--- config.mk ---
export PLATFORM = sky130hd
export DESIGN_NAME = plcc_ctrl
export DESIGN_NICKNAME = d
export VERILOG_FILES = /design/src/plcc_pkg.sv /design/src/plcc_ctrl.sv /design/src/plcc_level_decode.sv /design/src/plcc_timer.sv
export SDC_FILE = /design/constraint.sdc
export NUM_CORES = 1
export LEC_CHECK = 0
export BUFFER_PORTS_ARGS = -buffer_cell sky130_fd_sc_hd__buf_4
export CAP_MARGIN = 20
export CORE_MARGIN = 5
export CORE_UTILIZATION = 58
export DETAILED_ROUTE_END_ITERATION = 16
export MAX_ROUTING_LAYER = met4
export PLACE_DENSITY_LB_ADDON = 0.1
export SLEW_MARGIN = 20
export SYNTH_ARGS = -nofsm -noshare
export SYNTH_HDL_FRONTEND = slang
export SYNTH_SLANG_ARGS = --single-unit
--- constraint.sdc ---
create_clock -name sys_clk -period 5.66 [get_ports sys_clk]
set_clock_uncertainty 0.1 [all_clocks]
set_input_delay 0.283 -clock sys_clk [delete_from_list [all_inputs] [get_ports sys_clk]]
set_output_delay 0.283 -clock sys_clk [all_outputs]
set_load 0.05 [all_outputs]
--- src/plcc_pkg.sv ---
// constants, types and state carriers for the pulse-count led current controller
package plcc_pkg;

  // clock and timing
  localparam int CLK_PERIOD_NS = 25;
  localparam int LATCH_TIMEOUT_US = 500;
  localparam int OFF_TIMEOUT_US = 500;
  localparam int SOFT_START_US = 100;
  localparam int NS_PER_US = 1000;
  // all times round down to whole cycles
  localparam int LATCH_TIMEOUT_CYC = (LATCH_TIMEOUT_US * NS_PER_US) / CLK_PERIOD_NS;
  localparam int OFF_TIMEOUT_CYC = (OFF_TIMEOUT_US * NS_PER_US) / CLK_PERIOD_NS;
  localparam int SOFT_START_CYC = (SOFT_START_US * NS_PER_US) / CLK_PERIOD_NS;
  localparam int TIMER_W = 16;

  // edge counter states
  localparam int STATE_W = 5;
  localparam logic [STATE_W-1:0] STATE_NONE = 5'h00;
  localparam logic [STATE_W-1:0] STATE_FIRST = 5'h01;
  localparam logic [STATE_W-1:0] STATE_MAIN_ONLY = 5'h05;
  localparam logic [STATE_W-1:0] STATE_SUB_ONLY = 5'h09;
  localparam logic [STATE_W-1:0] STATE_DIM_FIRST = 5'h0d;
  localparam logic [STATE_W-1:0] STATE_LAST = 5'h10;
  localparam logic [STATE_W-1:0] STATE_STEP = 5'h01;

  // decode fields of (state - 1)
  localparam int STEP_LSB = 0;
  localparam int GROUP_LSB = 2;
  localparam logic [1:0] GROUP_BOTH = 2'h0;
  localparam logic [1:0] GROUP_MAIN = 2'h1;
  localparam logic [1:0] GROUP_SUB = 2'h2;
  localparam logic [1:0] GROUP_DIM = 2'h3;

  typedef enum logic [3:0] {
    LVL_OFF = 4'h0,
    LVL_0MA05 = 4'h1,
    LVL_0MA5 = 4'h2,
    LVL_1MA = 4'h3,
    LVL_2MA = 4'h4,
    LVL_7MA = 4'h5,
    LVL_10MA = 4'h6,
    LVL_14MA = 4'h7,
    LVL_20MA = 4'h8
  } plcc_level_t;

  typedef enum logic [1:0] {
    PUMP_OFF = 2'h0,
    PUMP_1X = 2'h1,
    PUMP_1P5X = 2'h2,
    PUMP_2X = 2'h3
  } plcc_pump_t;

  typedef struct packed {
    plcc_level_t mainLevel;
    plcc_level_t subLevel;
    logic dimMode;
  } plcc_sink_cfg_t;

  typedef struct packed {
    logic enabled;
    logic enPrev;
    logic latched;
    logic [STATE_W-1:0] count;
    logic [STATE_W-1:0] data;
    plcc_sink_cfg_t cfg;
    plcc_pump_t pump;
    logic pumpFull;
  } plcc_ctrl_st_t;

  typedef struct packed {
    logic [TIMER_W-1:0] cnt;
  } plcc_timer_st_t;

endpackage : plcc_pkg

--- src/plcc_ctrl.sv ---
// single-wire pulse-count control of sink currents and pump mode
//
// How it works
// - rising edges on the enable/set line step the state counter
// - the counted state is latched after the line stays high for the latch timeout
// - the counter holds one of sixteen states, each a current setting
// - states 1 to 4 give both groups 20, 14, 10, 7 mA
// - states 5-8 drive main only, states 9-12 drive sub only
// - states 13 to 16 give both groups dim levels and dim mode
// - main group of four sinks and sub group of two, set independently
// - first edge enables the device at the 20 mA setting
// - edges up to 1 MHz; sink settings change only at the first edge, when a value latches, or at shutdown
// - device shuts down after the line stays low for the off timeout
// - settings hold unchanged while the line stays high after a latch
// - shutdown turns sinks off and clears the stored state to zero
// - a burst of pulses during soft-start is counted in full
// - pump enabled at first edge, full capacity after soft-start time
// - dropout in load-switch mode turns the pump on in 1.5x
// - dropout again in 1.5x moves the pump to 2x
// - an unused sink left open forces 2x pump mode
`timescale 1ns/1ps
module plcc_ctrl #(
  parameter int unsigned LATCH_CYCLES = plcc_pkg::LATCH_TIMEOUT_CYC,
  parameter int unsigned OFF_CYCLES = plcc_pkg::OFF_TIMEOUT_CYC
) (
  // clock and reset
  input wire logic sys_clk,
  input wire logic rst,
  // control line from the host
  input wire logic enSet,
  // analog sensing
  input wire logic nearDropout,
  input wire logic unusedSinkOpen,
  // status
  output logic deviceEnable,
  output logic [plcc_pkg::STATE_W-1:0] latchedState,
  // sink groups and pump
  output plcc_pkg::plcc_sink_cfg_t sinkCfg,
  output plcc_pkg::plcc_pump_t pumpMode,
  output logic pumpFullCapacity
);

  plcc_pkg::plcc_ctrl_st_t st_q;
  plcc_pkg::plcc_ctrl_st_t st_d;
  plcc_pkg::plcc_sink_cfg_t nextCfg;
  logic riseEdge;
  logic latchExpired;
  logic offExpired;
  logic softExpired;

  // line is synchronous to sys_clk, so a single stage finds the edge
  assign riseEdge = enSet && !st_q.enPrev;

  plcc_timer #(
    .COUNT(LATCH_CYCLES)
  ) u_latch_timer (
    .sys_clk(sys_clk),
    .rst(rst),
    .run(enSet && st_q.enabled),
    .restart(riseEdge),
    .expired(latchExpired)
  );

  plcc_timer #(
    .COUNT(OFF_CYCLES)
  ) u_off_timer (
    .sys_clk(sys_clk),
    .rst(rst),
    .run(!enSet && st_q.enabled),
    .restart(1'b0),
    .expired(offExpired)
  );

  plcc_timer #(
    .COUNT(plcc_pkg::SOFT_START_CYC)
  ) u_soft_timer (
    .sys_clk(sys_clk),
    .rst(rst),
    .run(st_q.enabled),
    .restart(1'b0),
    .expired(softExpired)
  );

  // sinks follow the registered state one cycle later; decoding the next
  // state instead would close a loop through st_d
  plcc_level_decode u_decode (
    .state(st_q.data),
    .cfg(nextCfg)
  );

  always_comb begin
    st_d = st_q;
    st_d.enPrev = enSet;
    if (st_q.enabled && offExpired) begin
      // shutdown wins; an edge this cycle starts a fresh enable next cycle only if the line is still high
      st_d.enabled = 1'b0;
      st_d.latched = 1'b0;
      st_d.count = plcc_pkg::STATE_NONE;
      st_d.data = plcc_pkg::STATE_NONE;
      st_d.enPrev = 1'b0;
    end else if (riseEdge && !st_q.enabled) begin
      // first edge applies 20 mA at once, before any latch
      st_d.enabled = 1'b1;
      st_d.latched = 1'b0;
      st_d.count = plcc_pkg::STATE_FIRST;
      st_d.data = plcc_pkg::STATE_FIRST;
    end else if (riseEdge) begin
      st_d.latched = 1'b0;
      if (st_q.latched || st_q.count == plcc_pkg::STATE_LAST) begin
        st_d.count = plcc_pkg::STATE_FIRST;
      end else begin
        st_d.count = st_q.count + plcc_pkg::STATE_STEP;
      end
    end else if (st_q.enabled && !st_q.latched && latchExpired) begin
      // outputs follow latched values and the first-edge setting, never a later count in flight
      st_d.latched = 1'b1;
      st_d.data = st_q.count;
    end
    st_d.cfg = nextCfg;
    st_d.pumpFull = st_q.enabled && softExpired;
    // pump mode: load switch first, stepping up on dropout
    if (!st_d.enabled) begin
      st_d.pump = plcc_pkg::PUMP_OFF;
    end else if (unusedSinkOpen) begin
      st_d.pump = plcc_pkg::PUMP_2X;
    end else begin
      unique case (st_q.pump)
        plcc_pkg::PUMP_OFF: begin
          st_d.pump = plcc_pkg::PUMP_1X;
        end
        plcc_pkg::PUMP_1X: begin
          if (nearDropout) begin
            st_d.pump = plcc_pkg::PUMP_1P5X;
          end
        end
        plcc_pkg::PUMP_1P5X: begin
          if (nearDropout) begin
            st_d.pump = plcc_pkg::PUMP_2X;
          end
        end
        plcc_pkg::PUMP_2X: begin
          st_d.pump = plcc_pkg::PUMP_2X;
        end
      endcase
    end
  end

  always_ff @(posedge sys_clk or posedge rst) begin
    if (rst) begin
      st_q <= '0;
    end else begin
      st_q <= st_d;
    end
  end

  assign deviceEnable = st_q.enabled;
  assign latchedState = st_q.data;
  assign sinkCfg = st_q.cfg;
  assign pumpMode = st_q.pump;
  assign pumpFullCapacity = st_q.pumpFull;
endmodule : plcc_ctrl

--- src/plcc_level_decode.sv ---
// maps a counter state 1..16 onto main and sub sink group levels
`timescale 1ns/1ps
module plcc_level_decode (
  // state in
  input wire logic [plcc_pkg::STATE_W-1:0] state,
  // setting out
  output plcc_pkg::plcc_sink_cfg_t cfg
);

  logic [plcc_pkg::STATE_W-1:0] idx;
  logic [1:0] step;
  logic [1:0] grp;
  plcc_pkg::plcc_level_t hiLvl;
  plcc_pkg::plcc_level_t dimLvl;

  assign idx = state - plcc_pkg::STATE_STEP;
  assign step = idx[plcc_pkg::STEP_LSB +: 2];
  assign grp = idx[plcc_pkg::GROUP_LSB +: 2];

  always_comb begin
    unique case (step)
      2'h0: begin
        hiLvl = plcc_pkg::LVL_20MA;
        dimLvl = plcc_pkg::LVL_0MA05;
      end
      2'h1: begin
        hiLvl = plcc_pkg::LVL_14MA;
        dimLvl = plcc_pkg::LVL_0MA5;
      end
      2'h2: begin
        hiLvl = plcc_pkg::LVL_10MA;
        dimLvl = plcc_pkg::LVL_1MA;
      end
      2'h3: begin
        hiLvl = plcc_pkg::LVL_7MA;
        dimLvl = plcc_pkg::LVL_2MA;
      end
    endcase
  end

  always_comb begin
    cfg.mainLevel = plcc_pkg::LVL_OFF;
    cfg.subLevel = plcc_pkg::LVL_OFF;
    cfg.dimMode = 1'b0;
    // state zero means shut down: all sinks off
    if (state != plcc_pkg::STATE_NONE) begin
      unique case (grp)
        plcc_pkg::GROUP_BOTH: begin
          cfg.mainLevel = hiLvl;
          cfg.subLevel = hiLvl;
        end
        plcc_pkg::GROUP_MAIN: begin
          cfg.mainLevel = hiLvl;
        end
        plcc_pkg::GROUP_SUB: begin
          cfg.subLevel = hiLvl;
        end
        plcc_pkg::GROUP_DIM: begin
          cfg.mainLevel = dimLvl;
          cfg.subLevel = dimLvl;
          cfg.dimMode = 1'b1;
        end
      endcase
    end
  end

endmodule : plcc_level_decode

--- src/plcc_timer.sv ---
// saturating cycle timer: expires after COUNT cycles of run without restart
`timescale 1ns/1ps
module plcc_timer #(
  parameter int unsigned COUNT = 16
) (
  // clock and reset
  input wire logic sys_clk,
  input wire logic rst,
  // control
  input wire logic run,
  input wire logic restart,
  // status
  output logic expired
);

  plcc_pkg::plcc_timer_st_t st_q;
  plcc_pkg::plcc_timer_st_t st_d;
  localparam logic [plcc_pkg::TIMER_W-1:0] LIMIT = plcc_pkg::TIMER_W'(COUNT);

  always_comb begin
    st_d = st_q;
    if (!run || restart) begin
      st_d.cnt = '0;
    end else if (st_q.cnt != LIMIT) begin
      st_d.cnt = st_q.cnt + plcc_pkg::TIMER_W'(1);
    end
  end

  always_ff @(posedge sys_clk or posedge rst) begin
    if (rst) begin
      st_q <= '0;
    end else begin
      st_q <= st_d;
    end
  end

  // saturation keeps the flag up until run drops or restart is seen
  assign expired = (st_q.cnt == LIMIT);

endmodule : plcc_timer

# Yosys cells after proc, flatten, opt, wreduce, memory -nomap -nowiden
# Index checks and enable logic that the tools add are counted.
# Widths: inputs -> output; s select.
[classes]
n_addsub = 5
eq_ne = 21
mux = 28
n_reduce_logical = 27
[ops]
columns = ["cell", "n"]
rows = [
  ["$mux 16", 6],
  ["$add 16x1->16 const B", 3],
  ["$eq 16x15->1 const B", 2],
  ["$ne 16x15->1 const B", 2],
  ["$pmux 4 s4", 2],
  ["$mux 11", 2],
  ["$mux 5", 4],
  ["$eq 16x12->1 const B", 1],
  ["$ne 16x12->1 const B", 1],
  ["$pmux 4 s2", 2],
  ["$eq 2x2->1 const B", 6],
  ["$mux 9", 1],
  ["$logic_and 1x1->1", 8],
  ["$mux 2", 4],
  ["$ne 4x4->1 const B", 2],
  ["$pmux 2 s4", 1],
  ["$eq 2x1->1 const B", 3],
  ["$logic_not 2->1", 3],
  ["$mux 1", 6],
  ["$reduce_bool 3->1", 2],
  ["$add 5x1->5 const B", 1],
  ["$eq 5x5->1 const B", 1],
  ["$logic_not 1->1", 5],
  ["$reduce_bool 5->1", 1],
  ["other kinds (9)", 12],
]
[totals]
ff_bits = 73
input_bits = 5
out_inout_bits = 18
word_cells = 94

# Logic depth before layout (Yosys ltp)
[depth]
word_depth = 7
ltp_mapped = 7

# Cells and area by module
# A second synthesis with hierarchy kept.
[unflattened]
hier_cells = 422
hier_area_um2 = 4121.5
[modules_own_cells]
columns = ["mod", "n_inst", "cells_per_inst", "area_per_inst_um2", "seq_area_each_um2"]
rows = [
  ["plcc_timer at u_latch_timer ...", 2, 98, 927.1, 400.4],
  ["plcc_ctrl", 1, 105, 1167.4, 625.6],
  ["plcc_timer at u_soft_timer", 1, 97, 914.6, 400.4],
  ["plcc_level_decode", 1, 24, 185.2, 0.0],
]

# Worst setup path after synthesis
# Ideal clock, no wire load.
[synth_timing]
kind = "flip-flop to flip-flop"
startpoint = "reg st_q (netlist bit deviceEnable)"
endpoint = "reg st_q[19] (netlist bit)"
setup_ns = 0.068
t_arrival_ns = 1.755
t_required_ns = 5.492
path_slack_ns = 3.738
path_stages_with_launch = 6
synth_period_minus_slack_ns = 1.922
cell_sequence = "dfrtp_1 > clkbuf_1 > nand2b_1 > nor3_1 > a22o_1 > a32o_1"
[synth_between]
elab_chain_cells = 4
elab_cells_between_ends = 6
classes_between = "mux: 2; reduce/logical: 4"
[synth_rtl]
columns = ["element", "line", "rtl"]
rows = [
  ["start: declaration", "plcc_ctrl.sv:43", "plcc_pkg::plcc_ctrl_st_t st_q;"],
  ["start signal: assignment", "plcc_ctrl.sv:152", "st_q <= st_d;"],
  ["$logic_not 1->1", "plcc_ctrl.sv:101", "end else if (riseEdge && !st_q.enabled) begin"],
  ["$logic_and 1x1->1", "plcc_ctrl.sv:101", ""],
  ["$mux 11", "plcc_ctrl.sv:101", ""],
  ["$mux 11", "plcc_ctrl.sv:94", "if (st_q.enabled && offExpired) begin"],
]
# Several ways; a longest one is shown, not always the timed one.
# A chain may end at the register's enable or synchronous reset.

# Worst setup path after layout
[layout_timing]
startpoint = "reg u_off_timer.st_q[12] (netlist bit)"
endpoint = "reg st_q[19] (netlist bit)"
[layout_between]
elab_chain_cells = 3
elab_cells_between_ends = 4
classes_between = "eq/ne: 1; mux: 1; reduce/logical: 2"
[layout_rtl]
columns = ["element", "line", "rtl"]
rows = [
  ["start: declaration", "plcc_timer.sv:16", "plcc_pkg::plcc_timer_st_t st_q;"],
  ["start signal: assignment", "plcc_timer.sv:33", "st_q <= st_d;"],
  ["$eq 16x15->1 *", "plcc_timer.sv:38", "assign expired = (st_q.cnt == LIMIT);"],
  ["$logic_and 1x1->1 *", "plcc_ctrl.sv:94", ""],
  ["$reduce_bool 3->1 (no line) / $mux 11 (equally long branches)", "--", ""],
]
# Mark *: on every way between the ends. The rest lies on a longest branch, timed or not.

==> results.sh <==
export IMPL_numPortBuffers=22
export IMPL_final_setup_tns_ns=0
export IMPL_yosys_top_cells_area="dfrtp_1 48%, xnor2_1 5.0%, nor2_1 4.7%, nand3_1 3.9%, buf_4 3.3%"
export IMPL_fp_dieW_um=91.2
export IMPL_cts_max_level=3
export IMPL_power_w=0.00116
export IMPL_boundaryPins=23
export IMPL_routed_wl_met3_um=186
export IMPL_synth_seq_cells=73
export IMPL_synth_edf_count=0
export IMPL_status="finished, final reports clean"
export IMPL_layout_commonest_cell="dfrtp_1"
export IMPL_crit_type="register to register"
export IMPL_synthFlopType="dfrtp_1"
export IMPL_route_met2_wl_um=3420
export IMPL_crit_chain="nor4_1 > nand4_1 > a32o_1"
export IMPL_grt_usage=0.193
export IMPL_power_leakage_nw=1.75
export IMPL_clk_latency_ns=0.34
export IMPL_vias=2855
export IMPL_dpl_hpwl_um=4860
export IMPL_syn_to_final_growth_pct=7.92
export IMPL_routabilityCongestion=0.833
export IMPL_cts_sinks=73
export IMPL_most_common_layout_cells="73 x dfrtp_1, 48 x nor2_1, 30 x nand3_1"
export IMPL_ant_nets=0
export IMPL_drive_gt1_frac=0.112
export IMPL_clkTransAtPathRegs_ns=0.07
export IMPL_cp_slowest_stage_delay_ns=0.51
export IMPL_hp_class="input port to register"
export IMPL_seq_area_mm2=0.00183
export IMPL_core_area_mm2=0.00639
export IMPL_fin_util=0.646
export IMPL_tritoncts_num_buffers=9
export IMPL_grt_overflow=0
export IMPL_worstPathArrival_ns=2.17
export IMPL_grt_pass1_vias=2862
export IMPL_max_slew_margin_rel=0.528
export IMPL_cts_tree="done"
export IMPL_syn_nets=419
export IMPL_wirelength_um=7090
export IMPL_die_area_mm2=0.00831
export IMPL_rsz0062_at_grt="false"
export IMPL_drtIter0Drc=129
export IMPL_cts_path_max_buffers=2
export IMPL_synth_distinct_cells=51
export IMPL_synth_area_mm2=0.00382
export IMPL_final_cells=495
export IMPL_yosys_area_top_type_share=0.478
export IMPL_yosysSeqAreaShare=0.478
export IMPL_endpoint_kind="register"
export IMPL_drt_met1_wl_um=3360
export IMPL_hold_violations=0
export IMPL_floorplan_initialDensity=0.598
export IMPL_post_route_period_util=0.360
export IMPL_grt_max_degree=45
export IMPL_crit_path_start_kind="register"
export IMPL_dp_cells=478
export IMPL_fin_crit_ns=2.04
export IMPL_top_layer="met4"
export IMPL_post_synth_cell_area_avg_um2=9.41
export IMPL_die_h_um=91.2
export IMPL_async_flop_share=1.00
export IMPL_yosys_area_top_type="dfrtp_1"
export IMPL_diodes=0
export IMPL_first_pass_iters=4
export IMPL_worst_pin_slew_ns=0.705
export IMPL_cap_violations=0
export IMPL_fillerInstances=545
export IMPL_netlist_instances=406
export IMPL_yosysWarnings=0
export IMPL_antenna_found_initial=0
export IMPL_routedWlPerCell_um=14.3
export IMPL_fin_nets=426
export IMPL_setup_ws_ns=3.62
export IMPL_cp_max_fo=10
export IMPL_multi_input_area_mm2=0.00174
export IMPL_worstPathRequired_ns=5.79
export IMPL_setup_violations=0
export IMPL_route_detailed_drc=0
export IMPL_fmax_ghz=0.491
export IMPL_irDropWorstVdd_mv=0.213
export IMPL_critPathSlowestCell="nand4_1"
export IMPL_dp_worst_setup_slack_ns=3.64
export IMPL_fp_row_count=29
export IMPL_vias_per_cell=5.77
export IMPL_grt_pass1_wl_um=13000
export IMPL_clock_root_buffer="clkbuf_8"
export IMPL_power_density_mw_per_mm2=282
export IMPL_slew_viol_final=0
area by class of cell:
class,count,area share
clock buffer,10,0.0309
clock inverter,6,0.0161
inverter,22,0.0200
multi-input combinational,283,0.422
sequential,73,0.443
tap,77,0.0234
timing repair buffer,24,0.0443
final timing paths:
path | start | endpoint | slack, ns | cells past startpoint
min in group asynchronous | rst | pumpFullCapacity | 0.47 | 3
worst max-delay path | u_off_timer.st_q[12] | st_q[19] | 3.62 | 3
worst min register to register | st_q[22] | st_q[22] | 0.43 | 2
worst min-delay path | unusedSinkOpen | pumpMode[0] | 0.09 | 3
max in group asynchronous | rst | u_off_timer.st_q[5] | 4.02 | 4
worst max register to register | u_off_timer.st_q[12] | st_q[19] | 3.62 | 3
per-stage QoR:
step,hold WS [ns],area [um^2]
after floorplan,0.310,3820
after global placement,0.297,3920
after detailed placement,0.302,3920
after CTS,0.0727,4120
after global routing,0.0901,4120
final,0.0893,4120
sequential cells by signal, indices dropped and copies added (netlist names):
register            cells
u_off_timer.st_q       16
u_soft_timer.st_q      16
st_q                    7
deviceEnable            1
pumpFullCapacity        1
pumpMode                2
u_latch_timer.st_q     16
latchedState            5
sinkCfg                 9
synth_stat cells (3+ instances only):
cell	count
dfrtp_1	73
xnor2_1	22
clkbuf_1	10
nor3_1	9
buf_4	17
nand3_1	30
and3_1	3
ha_1	8
nor4_1	13
or3_1	7
nand2_1	22
nor4b_1	5
xor2_1	8
and4_1	3
nand4_1	14
nand3b_1	3
nor2b_1	4
nor4bb_1	5
inv_1	21
o21ai_0	17
nand2b_1	6
nor2_1	48
a21oi_1	24
kinds of logic after synthesis:
kind of cell / Yosys count / synth area share
simple gates: 185 / 0.265
mux: 3 / 0.00819
flops: 73 / 0.478
buf+inv: 50 / 0.0661
compound gates: 57 / 0.0878
xor+xnor: 30 / 0.0688
fa+ha+maj: 8 / 0.0262
worst max-delay path, delay by kind of cell (launching register included):
kind	cells	cell delay, ns
simple gates	2	1.00
flops	1	0.44
compound gates	1	0.38
repair_timing:
action,in CTS,in global routing
hold buffers,1,0
setup buffers,0,0
endpoints found under the hold margin,29,0
resized for setup,0,0
power by group:
part / switching (W) / internal, W
clock: 0.000200 / 0.000205
combinational: 0.0000810 / 0.0000630
sequential: 0.0000516 / 0.000561
layer usage:
metal,GRT usage,up-vias
li1,-,1431
met1,0.252,1372
met2,0.304,41
met3,0.0298,11
met4,0.0758,0
met5,-,-
Note: power is estimated with default switching activity, not from simulation.
